### config.mk
export PLATFORM = sky130hd
export DESIGN_NAME = psh_ctrl
export DESIGN_NICKNAME = d
export VERILOG_FILES = /design/src/hw/psh_sel_encode.v /design/src/hw/psh_ctrl.v
export VERILOG_INCLUDE_DIRS = /design/src /design/src/hw
export SDC_FILE = /design/constraint.sdc
export NUM_CORES = 1
export LEC_CHECK = 0
export BUFFER_PORTS_ARGS = -buffer_cell sky130_fd_sc_hd__buf_2
export CORE_MARGIN = 5
export CORE_UTILIZATION = 35
export CTS_BUF_LIST = sky130_fd_sc_hd__clkbuf_16
export DETAILED_ROUTE_END_ITERATION = 8
export GPL_ROUTABILITY_DRIVEN = 0
export MAX_ROUTING_LAYER = met4
export PLACE_DENSITY = 0.54
export SLEW_MARGIN = 10
export SYNTH_ARGS = -nofsm -noshare
export SYNTH_HDL_FRONTEND = slang
export SYNTH_SLANG_ARGS = --single-unit
### constraint.sdc
create_clock -name clock -period 2.2 [get_ports clock]
set_input_delay 0 -clock clock [delete_from_list [all_inputs] [get_ports clock]]
set_output_delay 0 -clock clock [all_outputs]
set_load 0.005 [all_outputs]
### src/hw/psh_map.vh
// Operation
// standby tri-states the switch outputs
// selected port hot-plug follows sink
// unselected port hot-plug held low
// standby: all hot-plug outputs follow sink
// termination only on selected port
// source reads edid after hot-plug high
// source drops address when hot-plug low
// new cec address on each selection
// selection only from host command
// edid in standby keeps control alive
// full cec holds hot-plug high always
// external logic muxes hot-plug per source
// one port active, code map configurable
`ifndef PSH_MAP_VH
`define PSH_MAP_VH
`define PSH_REG_CTRL 4'h0
`define PSH_REG_STAT 4'h4
`define PSH_REG_ADDR 4'h8
`define PSH_REG_OVR 4'hc
`define PSH_CTRL_PORT_LSB 0
`define PSH_CTRL_STBY_BIT 2
`define PSH_CTRL_RST 32'h0000_0004
`define PSH_ADDR_RST 16'hffff
`define PSH_CODE_STBY 2'h2
`define PSH_SETTLE_NS 70
`define PSH_CLK_MHZ 200
`endif

### src/hw/psh_sel_encode.v
`timescale 1ns/1ps
`include "psh_map.vh"
module psh_sel_encode #(
  parameter [1:0] CODE_P0 = 2'h0,
  parameter [1:0] CODE_P1 = 2'h1,
  parameter [1:0] CODE_P2 = 2'h3
) (
  // request
  input wire [1:0] port_idx,
  input wire standby,
  // pin code
  output reg [1:0] code
);
  // one port code
  always @* begin
    if (standby) begin
      code = `PSH_CODE_STBY;
    end else begin
      case (port_idx)
        2'h0: code = CODE_P0;
        2'h1: code = CODE_P1;
        default: code = CODE_P2;
      endcase
    end
  end
endmodule // psh_sel_encode

### src/hw/psh_ctrl.v
`timescale 1ns/1ps
`include "psh_map.vh"
module psh_ctrl #(
  parameter NPORTS = 3
) (
  // clock and reset
  input wire clock,
  input wire arst_n,
  // avalon-mm slave
  input wire [3:0] avs_address,
  input wire avs_read,
  input wire avs_write,
  input wire [31:0] avs_writedata,
  output reg [31:0] avs_readdata,
  output wire avs_waitrequest,
  // switch select pins
  output reg port_select_upper,
  output reg port_select_lower,
  // sink hot-plug seen by the host
  input wire sink_hotplug_in,
  // per-port hot-plug steering for non-sensing sources
  output reg [NPORTS-1:0] hotplug_bypass,
  // cec physical address to load
  output reg [15:0] cec_addr,
  output reg cec_addr_load
);
  localparam integer SETTLE_CYC = (`PSH_SETTLE_NS * `PSH_CLK_MHZ + 999) / 1000;
  localparam [7:0] SETTLE_C = SETTLE_CYC[7:0];
  localparam ST_IDLE = 1'b0;
  localparam ST_WAIT = 1'b1;

  reg [31:0] ctrl_r;
  reg [15:0] addr_r;
  reg [NPORTS-1:0] ovr_r;
  reg state_r;
  reg [7:0] cnt_r;
  reg hp_s1_r;
  reg hp_s2_r;
  reg busy_r;
  reg rd_done_r;
  wire [1:0] code;

  psh_sel_encode u_enc (
    .port_idx(ctrl_r[`PSH_CTRL_PORT_LSB +: 2]),
    .standby(ctrl_r[`PSH_CTRL_STBY_BIT]),
    .code(code)
  );

  // writes take one cycle, reads two
  assign avs_waitrequest = avs_read & ~rd_done_r;

  // sink hot-plug seen
  always @(posedge clock or negedge arst_n) begin
    if (!arst_n) begin
      hp_s1_r <= 1'b0;
      hp_s2_r <= 1'b0;
    end else begin
      hp_s1_r <= sink_hotplug_in;
      hp_s2_r <= hp_s1_r;
    end
  end

  always @(posedge clock or negedge arst_n) begin
    if (!arst_n) begin
      ctrl_r <= `PSH_CTRL_RST;
      // invalid address default
      addr_r <= `PSH_ADDR_RST;
      ovr_r <= {NPORTS{1'b0}};
      rd_done_r <= 1'b0;
      avs_readdata <= 32'h0;
    end else begin
      rd_done_r <= avs_read & ~rd_done_r;
      // host-only select
      if (avs_write) begin
        case (avs_address)
          `PSH_REG_CTRL: ctrl_r <= {29'h0, avs_writedata[2:0]};
          `PSH_REG_ADDR: addr_r <= avs_writedata[15:0];
          `PSH_REG_OVR: ovr_r <= avs_writedata[NPORTS-1:0];
          default: ctrl_r <= ctrl_r;
        endcase
      end
      if (avs_read & ~rd_done_r) begin
        case (avs_address)
          `PSH_REG_CTRL: avs_readdata <= ctrl_r;
          `PSH_REG_STAT: avs_readdata <= {28'h0, code, busy_r, hp_s2_r};
          `PSH_REG_ADDR: avs_readdata <= {16'h0, addr_r};
          `PSH_REG_OVR: avs_readdata <= {{(32-NPORTS){1'b0}}, ovr_r};
          default: avs_readdata <= 32'h0;
        endcase
      end
    end
  end

  always @(posedge clock or negedge arst_n) begin
    if (!arst_n) begin
      port_select_upper <= 1'b1;
      port_select_lower <= 1'b0;
      state_r <= ST_IDLE;
      cnt_r <= 8'h0;
      busy_r <= 1'b0;
      cec_addr <= `PSH_ADDR_RST;
      cec_addr_load <= 1'b0;
      hotplug_bypass <= {NPORTS{1'b0}};
    end else begin
      cec_addr_load <= 1'b0;
      // hot-plug steering
      hotplug_bypass <= ovr_r;
      case (state_r)
        ST_IDLE: begin
          busy_r <= 1'b0;
          // drive select code
          if ({port_select_upper, port_select_lower} != code) begin
            port_select_upper <= code[1];
            port_select_lower <= code[0];
            cnt_r <= SETTLE_C;
            busy_r <= 1'b1;
            state_r <= ST_WAIT;
          end
        end
        ST_WAIT: begin
          if (cnt_r <= 8'h1) begin
            // new cec address
            cec_addr <= addr_r;
            cec_addr_load <= 1'b1;
            state_r <= ST_IDLE;
          end else begin
            cnt_r <= cnt_r - 8'h1;
          end
        end
        default: state_r <= ST_IDLE;
      endcase
    end
  end
endmodule // psh_ctrl

### Word level (Yosys, flattened, before mapping)

Index checks and enable logic that the tools add are counted.

| storage, ports and cells | value |
|---|---|
| word-level logic and storage cells | 46 |
| register bits after elaboration | 89 |
| output and inout port bits | 55 |
| input port bits | 41 |

| operators by class | value |
|---|---|
| bitwise operators | 3 |
| equal/unequal tests | 7 |
| mux-type cells | 11 |
| reduce and logical (&&, ||, !) cells | 8 |
| add/sub/neg operators | 1 |
| $lt $le $gt $ge | 1 |

Operators with widths:

| cell | number |
|---|---|
| 16-bit one-hot mux with 4 select lines | 1 |
| 8-bit two-way mux | 2 |
| 8-bit one-hot mux with 2 select lines | 1 |
| 2-bit AND reduction | 6 |
| 4-bit equality test (second input constant) | 2 |
| 8-bit by 1-bit less-or-equal comparator with 1-bit output (second input constant) | 1 |
| 8-bit by 1-bit subtractor with 8-bit output (second input constant) | 1 |
| 4-bit by 3-bit equality test with 1-bit output (second input constant) | 1 |
| 4-bit zero test | 1 |
| 1-bit two-way mux | 4 |
| 2-bit inequality test (second input constant) | 2 |
| 2-bit one-hot mux with 2 select lines | 1 |
| 2-bit by 1-bit equality test with 1-bit output (second input constant) | 1 |
| 2-bit zero test | 1 |
| 2-bit two-way mux | 1 |
| 2-bit inequality test | 1 |
| 1-bit inverter | 2 |
| 1-bit one-hot mux with 2 select lines | 1 |
| 1-bit AND | 1 |

### Depth between registers and ports, before layout

Gate-level depths: netlist of the first run.

| logic depth | value |
|---|---|
| word-level depth | 6 |
| mapped depth | 8 |
| mapped depth without buffers | 6 |

### By module

A second synthesis of the first run with hierarchy kept.

| second synthesis, totals | value |
|---|---|
| cells, all modules | 219 |
| area total of the unflattened synthesis | 3156.8 sq um |

Modules (own cells, without submodules):

| module | instances | cells an instance | area an instance (sq um) | seq. area each (sq um) |
|---|---|---|---|---|
| psh_ctrl | 1 | 217 | 3140.5 | 1869.3 |
| psh_sel_encode | 1 | 2 | 16.3 | 0.0 |

### Least setup slack after synthesis of the first run

OpenSTA, ideal clock, no wires.

| path | value |
|---|---|
| kind | register to register |
| from | reg cnt_r[0] |
| to | reg cec_addr[10] |
| setup time | 0.082 ns |
| path slack | 0.329 ns |
| path buffers | 2 |
| arrival | 1.789 ns |
| cell stages (with the launch flop) | 9 |
| required time | 2.118 ns |
| period minus slack after synthesis | 1.871 ns |
| cell sequence | dfrtp_1 > inv_1 > ha_1 > nor2_1 > nor4_1 > and3_1 > buf_2 > buf_4 > mux2_2 |

| on the way | value |
|---|---|
| longest elaborated chain between the ends | 2 |

Ends and longest elaborated chain:

| element | RTL line | RTL |
|---|---|---|
| from (decl) | psh_ctrl.v:36 | `reg [7:0] cnt_r;` |
| from (signal assigned) | psh_ctrl.v:127 | `cnt_r <= cnt_r - 8'h1;` |
| 8-bit by 1-bit less-or-equal comparator with 1-bit output | psh_ctrl.v:121 | `if (cnt_r <= 8'h1) begin` |
| 2-bit AND reduction (no source line) | n/a |  |
| to (signal assigned) | psh_ctrl.v:101 | `` cec_addr <= `PSH_ADDR_RST; `` |
| to (signal assigned) | psh_ctrl.v:123 | `cec_addr <= addr_r;` |
| to (decl) | psh_ctrl.v:24 | `output reg [15:0] cec_addr,` |

Every way passes these cells.
A chain may end at the register's enable or synchronous reset.

### Final worst setup path of the first run

| path | value |
|---|---|
| from | reg cnt_r[0] |
| to | reg cec_addr[14] |

The elaborated chain is that of the path after synthesis.

==> results.yml, run 1 <==
outcome:
  status: "completed"
critical_path:
  cp_top_family: "flip-flops"
  critPathLaunchType: "flip-flop"
  cp.required_ns: 2.45
  cp_max_fo: 16
  path_buf_inv: 2
  endpoint_kind: "flip-flop"
  path_cells: "inv_1 > ha_1 > nor2_1 > nor4_1 > and3_1 > buf_4 > mux2_2"
  critPathKind: "flip-flop to flip-flop"
  critPathArrivalTime_ns: 2.10
  slowest_delay_ns: 0.43
  cpMaxStageDelayCell: "dfrtp_1"
timing:
  clock.fmax_mhz: 542
  rsz0062_at_grt: "false"
  hold_viol: 0
  tns_ns: 0
  fin_crit_ns: 1.84
  finalCritPeriodShare_pct: 83.8
  skew_ns: 0.00633
  setup_viol: 0
  worst_hold_slack_ns: 0.0644
  slew_violations: 0
  worst_slew_pin_slew_ns: 0.918
  slew_headroom_pct: 38.8
min_path:
  holdCritPathClass: "input pin to flip-flop"
grt:
  antenna_found_initial: 0
  grtUsageMet2_pct: 19.5
  overflow: 0
  grt_max_degree: 74
  use_met1_pct: 16.9
  grt_first_pass_wirelength_um: 11100
  grt_util_all_layers_pct: 13.0
  grt_pass1_vias: 2192
  top_usage_layer: "met2"
  met3_usage_pct: 2.57
power_and_ir_drop:
  leakage_nw: 1.92
  powerDensity_nw_per_um2: 1190
  vdd_drop_max_uv: 498
routing:
  wl_per_cell_um: 15.1
  drcViolationCount: 0
  finalWirelength_um: 6660
  drt-pass1-iter-count: 6
  viasPerCell: 4.79
  num_vias: 2109
  first_iter_violations: 78
  postRouteAntennaNets: 0
synthesis:
  synth_cells: 240
  ys.flop_type: "dfrtp_1"
  synth_top_area_share_pct: 30.7
  yosysTopAreaCell: "dfrtp_1"
  synthTopCellsByArea: "dfrtp_1 (31%), dfstp_2 (28%), mux2_2 (14%)"
  synth-seq-cells: 73
  synth-edff-count: 0
  ys_warn_count: 0
  avgSynthCellArea_um2: 13.3
  synthesis.area_um2: 3180
  synthArstFlopShare_pct: 100
  ys_types: 43
  ys_seq_area_share_pct: 58.7
  ys_top_cells_by_count: "dfrtp_1 (39), mux2_2 (39), dfstp_2 (34)"
floorplan:
  rows: 34
  io_pins: 96
  die-area_um2: 11100
  die_h_um: 105
  core-area_um2: 8810
  start_util_pct: 36.1
  fp.dieW_um: 105
placed_design:
  portBuffers: 63
  hpwl_um: 4560
cells_and_area:
  num_antenna_cells: 0
  nets: 370
  layout-drive-gt1-share_pct: 50.9
  area_growth_pct: 28.8
  n_fill_cell: 814
cts:
  cts_inserted_buffers: 9
  clk_latency_ns: 0.33
  htreeDepth: 3
  cts-root-buf: "clkbuf_16"
  clkTransAtPathRegs_ns: 0.06
  post_cts_buffers: 0
  ctsLongestPathBuffers: 2
  numClockSinks: 73
  cts_tree: "built"
run:
  drv_cap: 0
## per-stage QoR
step	total power, mW	util [%]	cells	worst slack (ns)	area [um^2]
final	4.87	46.5	440	0.356	4100
after global routing	5.17	46.5	440	0.214	4100
after CTS	4.94	46.5	440	0.326	4100
after detailed placement	3.23	40.5	405	0.337	3560
after global placement	3.20	40.5	405	0.369	3560
after floorplan	2.82	-	255	0.329	3240
## report_power, final
part           switching (mW)  total, mW  internal [mW]
registers               0.289       2.14           1.85
logic                   0.474       1.07          0.600
clock network           0.550       1.66           1.11
## registers in the layout, indices dropped and copies added (netlist names)
name	cells
busy_r	1
hotplug_bypass	3
hp_s2_r	1
port_select_upper	1
cec_addr_load	1
state_r	1
port_select_lower	1
hp_s1_r	1
rd_done_r	1
cnt_r	8
ovr_r	3
avs_readdata	16
addr_r	16
cec_addr	16
ctrl_r	3
## per-layer routing
layer | up-vias | wire (um)
met2 | 56 | 3180
li1 | 1011 | -
met3 | 8 | 278
met4 | 0 | 110
met5 | - | 0
met1 | 1034 | 3100
## cell type report
type / instances / area [um^2] / area share [%]
Sequential cell: 73 / 1870 / 45.6
Multi-Input combinational cell: 151 / 1180 / 28.8
Timing Repair Buffer: 88 / 553 / 13.5
Clock buffer: 9 / 225 / 5.49
Tap cell: 108 / 135 / 3.30
Clock inverter: 7 / 119 / 2.90
Inverter: 4 / 15.0 / 0.366
## placed cells by master (no fill, tap or decap), types with 3 or more instances in the layout
cell type / count
dlygate4sd3_1: 19
and3_1: 3
inv_1: 4
nor4_1: 3
conb_1: 16
nor3b_1: 3
a22o_1: 12
bufinv_16: 3
nor3_1: 5
nand3_1: 5
buf_4: 7
o211ai_1: 3
mux2_2: 39
nor2_1: 7
o21ai_0: 8
nand2_1: 17
dfstp_2: 34
buf_2: 62
dfrtp_1: 39
clkbuf_16: 9
## worst register-to-register path, cell delays in order, from the launching register on
cell and delay [ns]:
dfrtp_1 0.43, inv_1 0.08, ha_1 0.21, nor2_1 0.08, nor4_1 0.14, and3_1 0.18, buf_4 0.27, mux2_2 0.38
## path summary, 6_finish.rpt
check                                   to  slack (ns)           start  cells past startpoint
hold / removal             avs_readdata[0]        0.06  avs_address[0]                      4
setup reg to reg              cec_addr[14]        0.36        cnt_r[0]                      7
max in group asynchronous        ctrl_r[1]        1.25          arst_n                      2
hold reg to reg                    hp_s2_r        0.35         hp_s1_r                      0
setup / recovery              cec_addr[14]        0.36        cnt_r[0]                      7
min in group asynchronous         cnt_r[0]        0.33          arst_n                      2
## cells by family (layout without fill, tap and decap cells)
group	after synthesis	in the layout	share of synthesized area, %
buf+inv	31	108	5.86
other cells	1	16	0.118
compound gates	36	36	9.60
mux	42	42	15.5
flops	73	73	58.7
fa+ha+maj	2	2	0.786
xor+xnor	1	1	0.275
simple gates	54	54	9.08
## timing repair
item	in CTS	in global routing
endpoints found under the hold margin	63	0
hold buffers	19	0
resized for setup	0	0
Power figures use the tool's default switching activity.
==> inputs of run 2 (changes only) <==
--- a/config.mk
+++ b/config.mk
@@ -6,6 +6,7 @@
 export SDC_FILE = /design/constraint.sdc
 export NUM_CORES = 1
 export LEC_CHECK = 0
+export ABC_AREA = 1
 export BUFFER_PORTS_ARGS = -buffer_cell sky130_fd_sc_hd__buf_2
 export CORE_MARGIN = 5
 export CORE_UTILIZATION = 35
==> constraint.sdc (replaced) <==
create_clock -name clock -period 1.8 [get_ports clock]
set_input_delay 0 -clock clock [delete_from_list [all_inputs] [get_ports clock]]
set_output_delay 0 -clock clock [all_outputs]
set_load 0.005 [all_outputs]
==> run 2 against run 1 <==
  * Total power rose by 26%
  * Worst setup slack got worse by 0.19 ns
  * Utilization fell by 1.3 points
  * Flip-flop and latch count did not move
  * Largest power group unchanged
  * Cell count rose by 28%
  * Final area rose by 1.9%
  * Highest routed layer unchanged
  * Clock skew rose by 0.0038 ns
==> results.yml, run 2 <==
outcome:
  status: "completed"
critical_path:
  cp_max_fo: 33
  critPathArrivalTime_ns: 1.88
  endpoint_kind: "flip-flop"
  critPathLaunchType: "flip-flop"
  cp.required_ns: 2.05
  critPathKind: "flip-flop to flip-flop"
placed_design:
  hpwl_um: 4780
  portBuffers: 63
  dp_cells: 527
  postPlaceCellArea_um2: 3680
  place_ws_ns: 0.170
cells_and_area:
  instances_no_fill: 561
  num_antenna_cells: 0
  reg_top3: "addr_r x16, avs_readdata x16, cec_addr x16"
  stdcell_area_um2: 4180
  final_cell_mix: "nand2_1 (74), buf_2 (63), dfrtp_1 (39)"
  regArea_um2: 1870
  n_fill_cell: 922
  area_growth_pct: 26.4
  nets: 470
  multi_input_area_um2: 1130
  final_common_cell: "nand2_1"
  layout-drive-gt1-share_pct: 34.5
synthesis:
  synthArstFlopShare_pct: 100
  ys_warn_count: 0
  yosysTopAreaCell: "dfrtp_1"
  ys_top_cells_by_count: "nand2_1 (74), dfrtp_1 (39), inv_1 (36)"
  synth_cells: 343
  avgSynthCellArea_um2: 9.63
  synthTopCellsByArea: "dfrtp_1 (30%), dfstp_2 (27%), nand2_1 (8.4%)"
  ys.flop_type: "dfrtp_1"
  synthesis.area_um2: 3300
  ys_seq_area_share_pct: 56.6
  yosysMostFrequentCell: "nand2_1"
  synth-seq-cells: 73
  ys_types: 27
  synth-edff-count: 0
  synth_top_area_share_pct: 29.5
timing:
  fin_ws_ns: 0.171
  slew_violations: 0
  fin_crit_ns: 1.63
  clock.fmax_mhz: 614
  setup_viol: 0
  skew_ns: 0.0101
  rsz0062_at_grt: "false"
  finalCritPeriodShare_pct: 90.5
  hold_viol: 0
  tns_ns: 0
routing:
  wl_per_cell_um: 12.7
  num_vias: 2472
  viasPerCell: 4.41
  finalWirelength_um: 7130
  drcViolationCount: 0
  postRouteAntennaNets: 0
  first_iter_violations: 92
  drt-pass1-iter-count: 4
grt:
  overflow: 0
  grt_max_degree: 74
  grt_first_pass_wirelength_um: 11800
  antenna_found_initial: 0
  grt_util_all_layers_pct: 13.4
  grt_pass1_vias: 2469
cts:
  clk_latency_ns: 0.33
  cts_inserted_buffers: 9
  numClockSinks: 73
  cts_tree: "built"
  htreeDepth: 3
  cts_resized: 0
  cts-root-buf: "clkbuf_16"
  clkTransAtPathRegs_ns: 0.06
  ctsLongestPathBuffers: 2
floorplan:
  rows: 35
  die-area_um2: 11500
  die_h_um: 107
  start_util_pct: 35.8
  io_pins: 96
  core-area_um2: 9240
  fp.dieW_um: 107
power_and_ir_drop:
  powerDensity_nw_per_um2: 1460
  power_mw: 6.12
  vdd_drop_max_uv: 522
  leakage_nw: 2.12
run:
  drv_cap: 0
min_path:
  holdCritPathClass: "input pin to flip-flop"
==> run 2: cell types whose count changed in the layout (fill, tap and decap cells not counted), sizes merged, moves of 5 or more <==
| cell | before | now |
|---|---|---|
| nand2 | 17 | 78 |
| mux2 | 39 | 0 |
| inv | 4 | 41 |
| o21ai | 8 | 41 |
| nor2 | 7 | 24 |
| nand3 | 5 | 19 |
| a22o | 12 | 0 |
| o31ai | 1 | 13 |
| a21oi | 3 | 13 |
| nand4 | 0 | 10 |
| nor3 | 5 | 0 |
==> run 2: per-stage QoR <==
step,utilization [%],hold slack (ns)
finish,45.2,0.0142
CTS,45.2,0.00244
global route,45.2,0.0295
detailed placement,39.8,0.0629
floorplan,-,-0.296
global placement,39.8,0.0605
==> run 2: power by group <==
group          switching [mW]  internal, mW
Sequential              0.314          2.27
Combinational           0.970         0.678
Clock                   0.680          1.21
==> run 2: layer usage <==
metal	track usage, %	vias up	wire, um
li1	-	1256	-
met1	17.3	1155	3460
met2	20.3	52	3240
met3	3.13	9	313
met4	5.75	0	123
met5	-	-	0
==> run 2: logic make-up after synthesis <==
family,Yosys count,synth area share (%)
adder cells (fa/ha/maj),2,0.757
AND/OR/NAND/NOR,131,18.1
other,1,0.113
flip-flops,73,56.6
XOR/XNOR,1,0.265
AO/OA/AOI/OAI,68,13.4
buffers and inverters,67,10.8
==> run 2: final timing paths <==
path                            cells after the start  slack [ns]                 to  startpoint
worst max register to register                      7        0.17        cec_addr[0]    cnt_r[0]
min in group asynchronous                           3        0.23    avs_readdata[9]      arst_n
worst max-delay path                                7        0.17        cec_addr[0]    cnt_r[0]
worst min register to register                      0        0.35            hp_s2_r     hp_s1_r
worst min-delay path                                3        0.01          addr_r[2]   avs_write
max in group asynchronous                           3        1.22  port_select_upper      arst_n
==> run 2: area by class of cell <==
| type | instances | area share (%) |
|---|---|---|
| Timing Repair Buffer | 86 | 13.1 |
| Clock buffer | 9 | 5.39 |
| Clock inverter | 7 | 2.25 |
| Inverter | 39 | 3.56 |
| Sequential cell | 73 | 44.7 |
| Multi-Input combinational cell | 218 | 27.1 |
| Tap cell | 129 | 3.86 |
==> run 2: critical path, stage by stage, from the launching register on <==
cell and delay [ns]:
dfrtp_1 0.40, inv_1 0.09, ha_1 0.23, o21ai_2 0.18
nor2_4 0.07, nand2_4 0.36, nand2_1 0.12, o21ai_2 0.08
==> run 2: repair_timing <==
action / 4_1_cts / 5_1_grt
hold buffers: 18 / 0
endpoints found under the hold margin: 61 / 0
endpoints found under the setup margin: 0 / 0
setup buffers: 0 / 0
==> inputs of run 3 (changes only) <==
--- a/config.mk
+++ b/config.mk
@@ -6,11 +6,9 @@
 export SDC_FILE = /design/constraint.sdc
 export NUM_CORES = 1
 export LEC_CHECK = 0
-export ABC_AREA = 1
 export BUFFER_PORTS_ARGS = -buffer_cell sky130_fd_sc_hd__buf_2
 export CORE_MARGIN = 5
 export CORE_UTILIZATION = 35
-export CTS_BUF_LIST = sky130_fd_sc_hd__clkbuf_16
 export DETAILED_ROUTE_END_ITERATION = 8
 export GPL_ROUTABILITY_DRIVEN = 0
 export MAX_ROUTING_LAYER = met4
==> constraint.sdc (replaced) <==
create_clock -name clock -period 1.54 [get_ports clock]
set_input_delay 0 -clock clock [delete_from_list [all_inputs] [get_ports clock]]
set_output_delay 0 -clock clock [all_outputs]
set_load 0.005 [all_outputs]
==> run 3 against run 2 <==
  * Wire length decreased by 1.6%
  * Maximum frequency decreased by 7.1%
  * Final area increased by 2.7%
  * Utilization grew 3.5 points
  * Via count shrank 9.9%
  * The flow now finishes with violations (negative setup slack)
  * Non-clock buffer count rose by 27
==> results.yml, run 3 (synthesized netlist as in run 1, its figures left out) <==
timing:
  finalCritPeriodShare_pct: 114
  clock.fmax_mhz: 570
  skew_ns: 0.0128
  fin_ws_ns: -0.214
  tns_ns: -2.77
  hold_viol: 0
  rsz0062_at_grt: "true"
  worst_hold_slack_ns: 0.0538
  fin_crit_ns: 1.75
  setup_viol: 26
  slew_violations: 0
placed_design:
  portBuffers: 63
  hpwl_um: 5030
  place_ws_ns: -0.222
routing:
  first_iter_violations: 50
  finalWirelength_um: 7020
  drt-pass1-iter-count: 4
  viasPerCell: 4.79
  num_vias: 2228
  postRouteAntennaNets: 0
  wl_per_cell_um: 15.1
  drcViolationCount: 0
cells_and_area:
  final_common_cell: "buf_2"
  nets: 395
  reg_top3: "addr_r x16, avs_readdata x16, cec_addr x16"
  n_fill_cell: 805
  utilization_pct: 48.7
  num_antenna_cells: 0
  area_growth_pct: 34.8
  final_cell_mix: "buf_2 (63), dfrtp_1 (39), dfstp_2 (34)"
  layout-drive-gt1-share_pct: 58.5
cts:
  cts_tree: "built"
  clkTransAtPathRegs_ns: 0.08
  cts_inserted_buffers: 9
  ctsLongestPathBuffers: 2
  clk_latency_ns: 0.35
  post_cts_buffers: 0
  cts-root-buf: "clkbuf_8"
  htreeDepth: 3
  numClockSinks: 73
min_path:
  holdCritPathClass: "input pin to flip-flop"
  worstHoldEndpoint: "avs_readdata[0]"
  min_from: "avs_address[0]"
  worstHoldPathCells: 5
floorplan:
  rows: 34
  core-area_um2: 8810
  die_h_um: 105
  fp.dieW_um: 105
  start_util_pct: 36.1
  die-area_um2: 11100
  io_pins: 96
outcome:
  violations: "negative setup slack"
  status: "finished with violations"
critical_path:
  cpMaxStageDelayCell: "or4_4"
  r2r_start: "cnt_r[5]"
  cp_top_family: "compound AO/OA/AOI/OAI gates"
  slowest_delay_ns: 0.56
  cp_max_fo: 6
  path_buf_inv: 0
  rr_worst_depth: 3
  cp.required_ns: 1.78
  r2r_end: "cnt_r[2]"
  endpoint_kind: "flip-flop"
  path_cells: "or4_4 > o41a_4 > o31a_1"
  critPathArrivalTime_ns: 1.99
  timing.reg2reg.setup_slack_ns: -0.21
  critPathKind: "flip-flop to flip-flop"
  critPathLaunchType: "flip-flop"
power_and_ir_drop:
  vdd_drop_max_uv: 657
  leakage_nw: 2.00
  power_mw: 6.76
  powerDensity_nw_per_um2: 1570
grt:
  grt_pass1_vias: 2371
  grt_first_pass_wirelength_um: 12000
  antenna_found_initial: 0
  grt_util_all_layers_pct: 13.9
  grt_max_degree: 74
  overflow: 0
run:
  drv_cap: 0
run 3: worst max path at each step:
stage                               to  cells past startpoint      from  slack, ns
after CTS                     cnt_r[2]                      3  cnt_r[5]      -0.19
after detailed placement  cec_addr[12]                      7  cnt_r[0]      -0.22
final                         cnt_r[2]                      3  cnt_r[5]      -0.21
after global placement     cec_addr[7]                      7  cnt_r[0]      -0.21
after floorplan               cnt_r[2]                      3  cnt_r[6]      -0.17
after global routing          cnt_r[2]                      3  cnt_r[5]      -0.28
run 3: cell type report:
class | instances | area, um^2 | area share [%]
inverters | 4 | 15.0 | 0.350
multi-input cells | 151 | 1290 | 30.1
clock inverters | 6 | 67.6 | 1.57
well taps | 108 | 135 | 3.15
clock buffers | 10 | 128 | 2.97
repair buffers | 113 | 783 | 18.3
flip-flops and latches | 73 | 1870 | 43.6
run 3: metrics by stage:
| step | instances | area, um^2 |
|---|---|---|
| 5_1_grt | 465 | 4290 |
| 3_5_place_dp | 430 | 3820 |
| 4_1_cts | 465 | 4260 |
| 2_1_floorplan | 255 | 3280 |
| 3_3_place_gp | 430 | 3820 |
| 6_report | 465 | 4290 |
run 3: worst min-delay path: stages:
cell     delay [ns]
buf_2          0.07
nor2_1         0.03
buf_4          0.15
nand2_1        0.06
o21ai_0        0.06
run 3: layer usage:
metal | global-route usage (%) | vias up | share of wire [%]
li1 | - | 1061 | -
met3 | 2.75 | 11 | 4.3
met5 | - | - | 0
met4 | 6.19 | 0 | 1.9
met2 | 22.6 | 52 | 50
met1 | 16.9 | 1104 | 44
run 3: what timing repair did:
action / CTS / global route
hold buffers: 19 / 0
pin swaps: 2 / 1
gates resized for setup: 15 / 7
endpoints found under the setup margin: 26 / 26
hold endpoints to repair: 97 / 0
run 3: where the power goes:
group          leakage (nW)  internal [mW]  switching, mW
logic                  1.05           1.31          0.959
clock network        0.0929          0.754          0.739
registers             0.857           2.64          0.352
total                  2.00           4.71           2.05
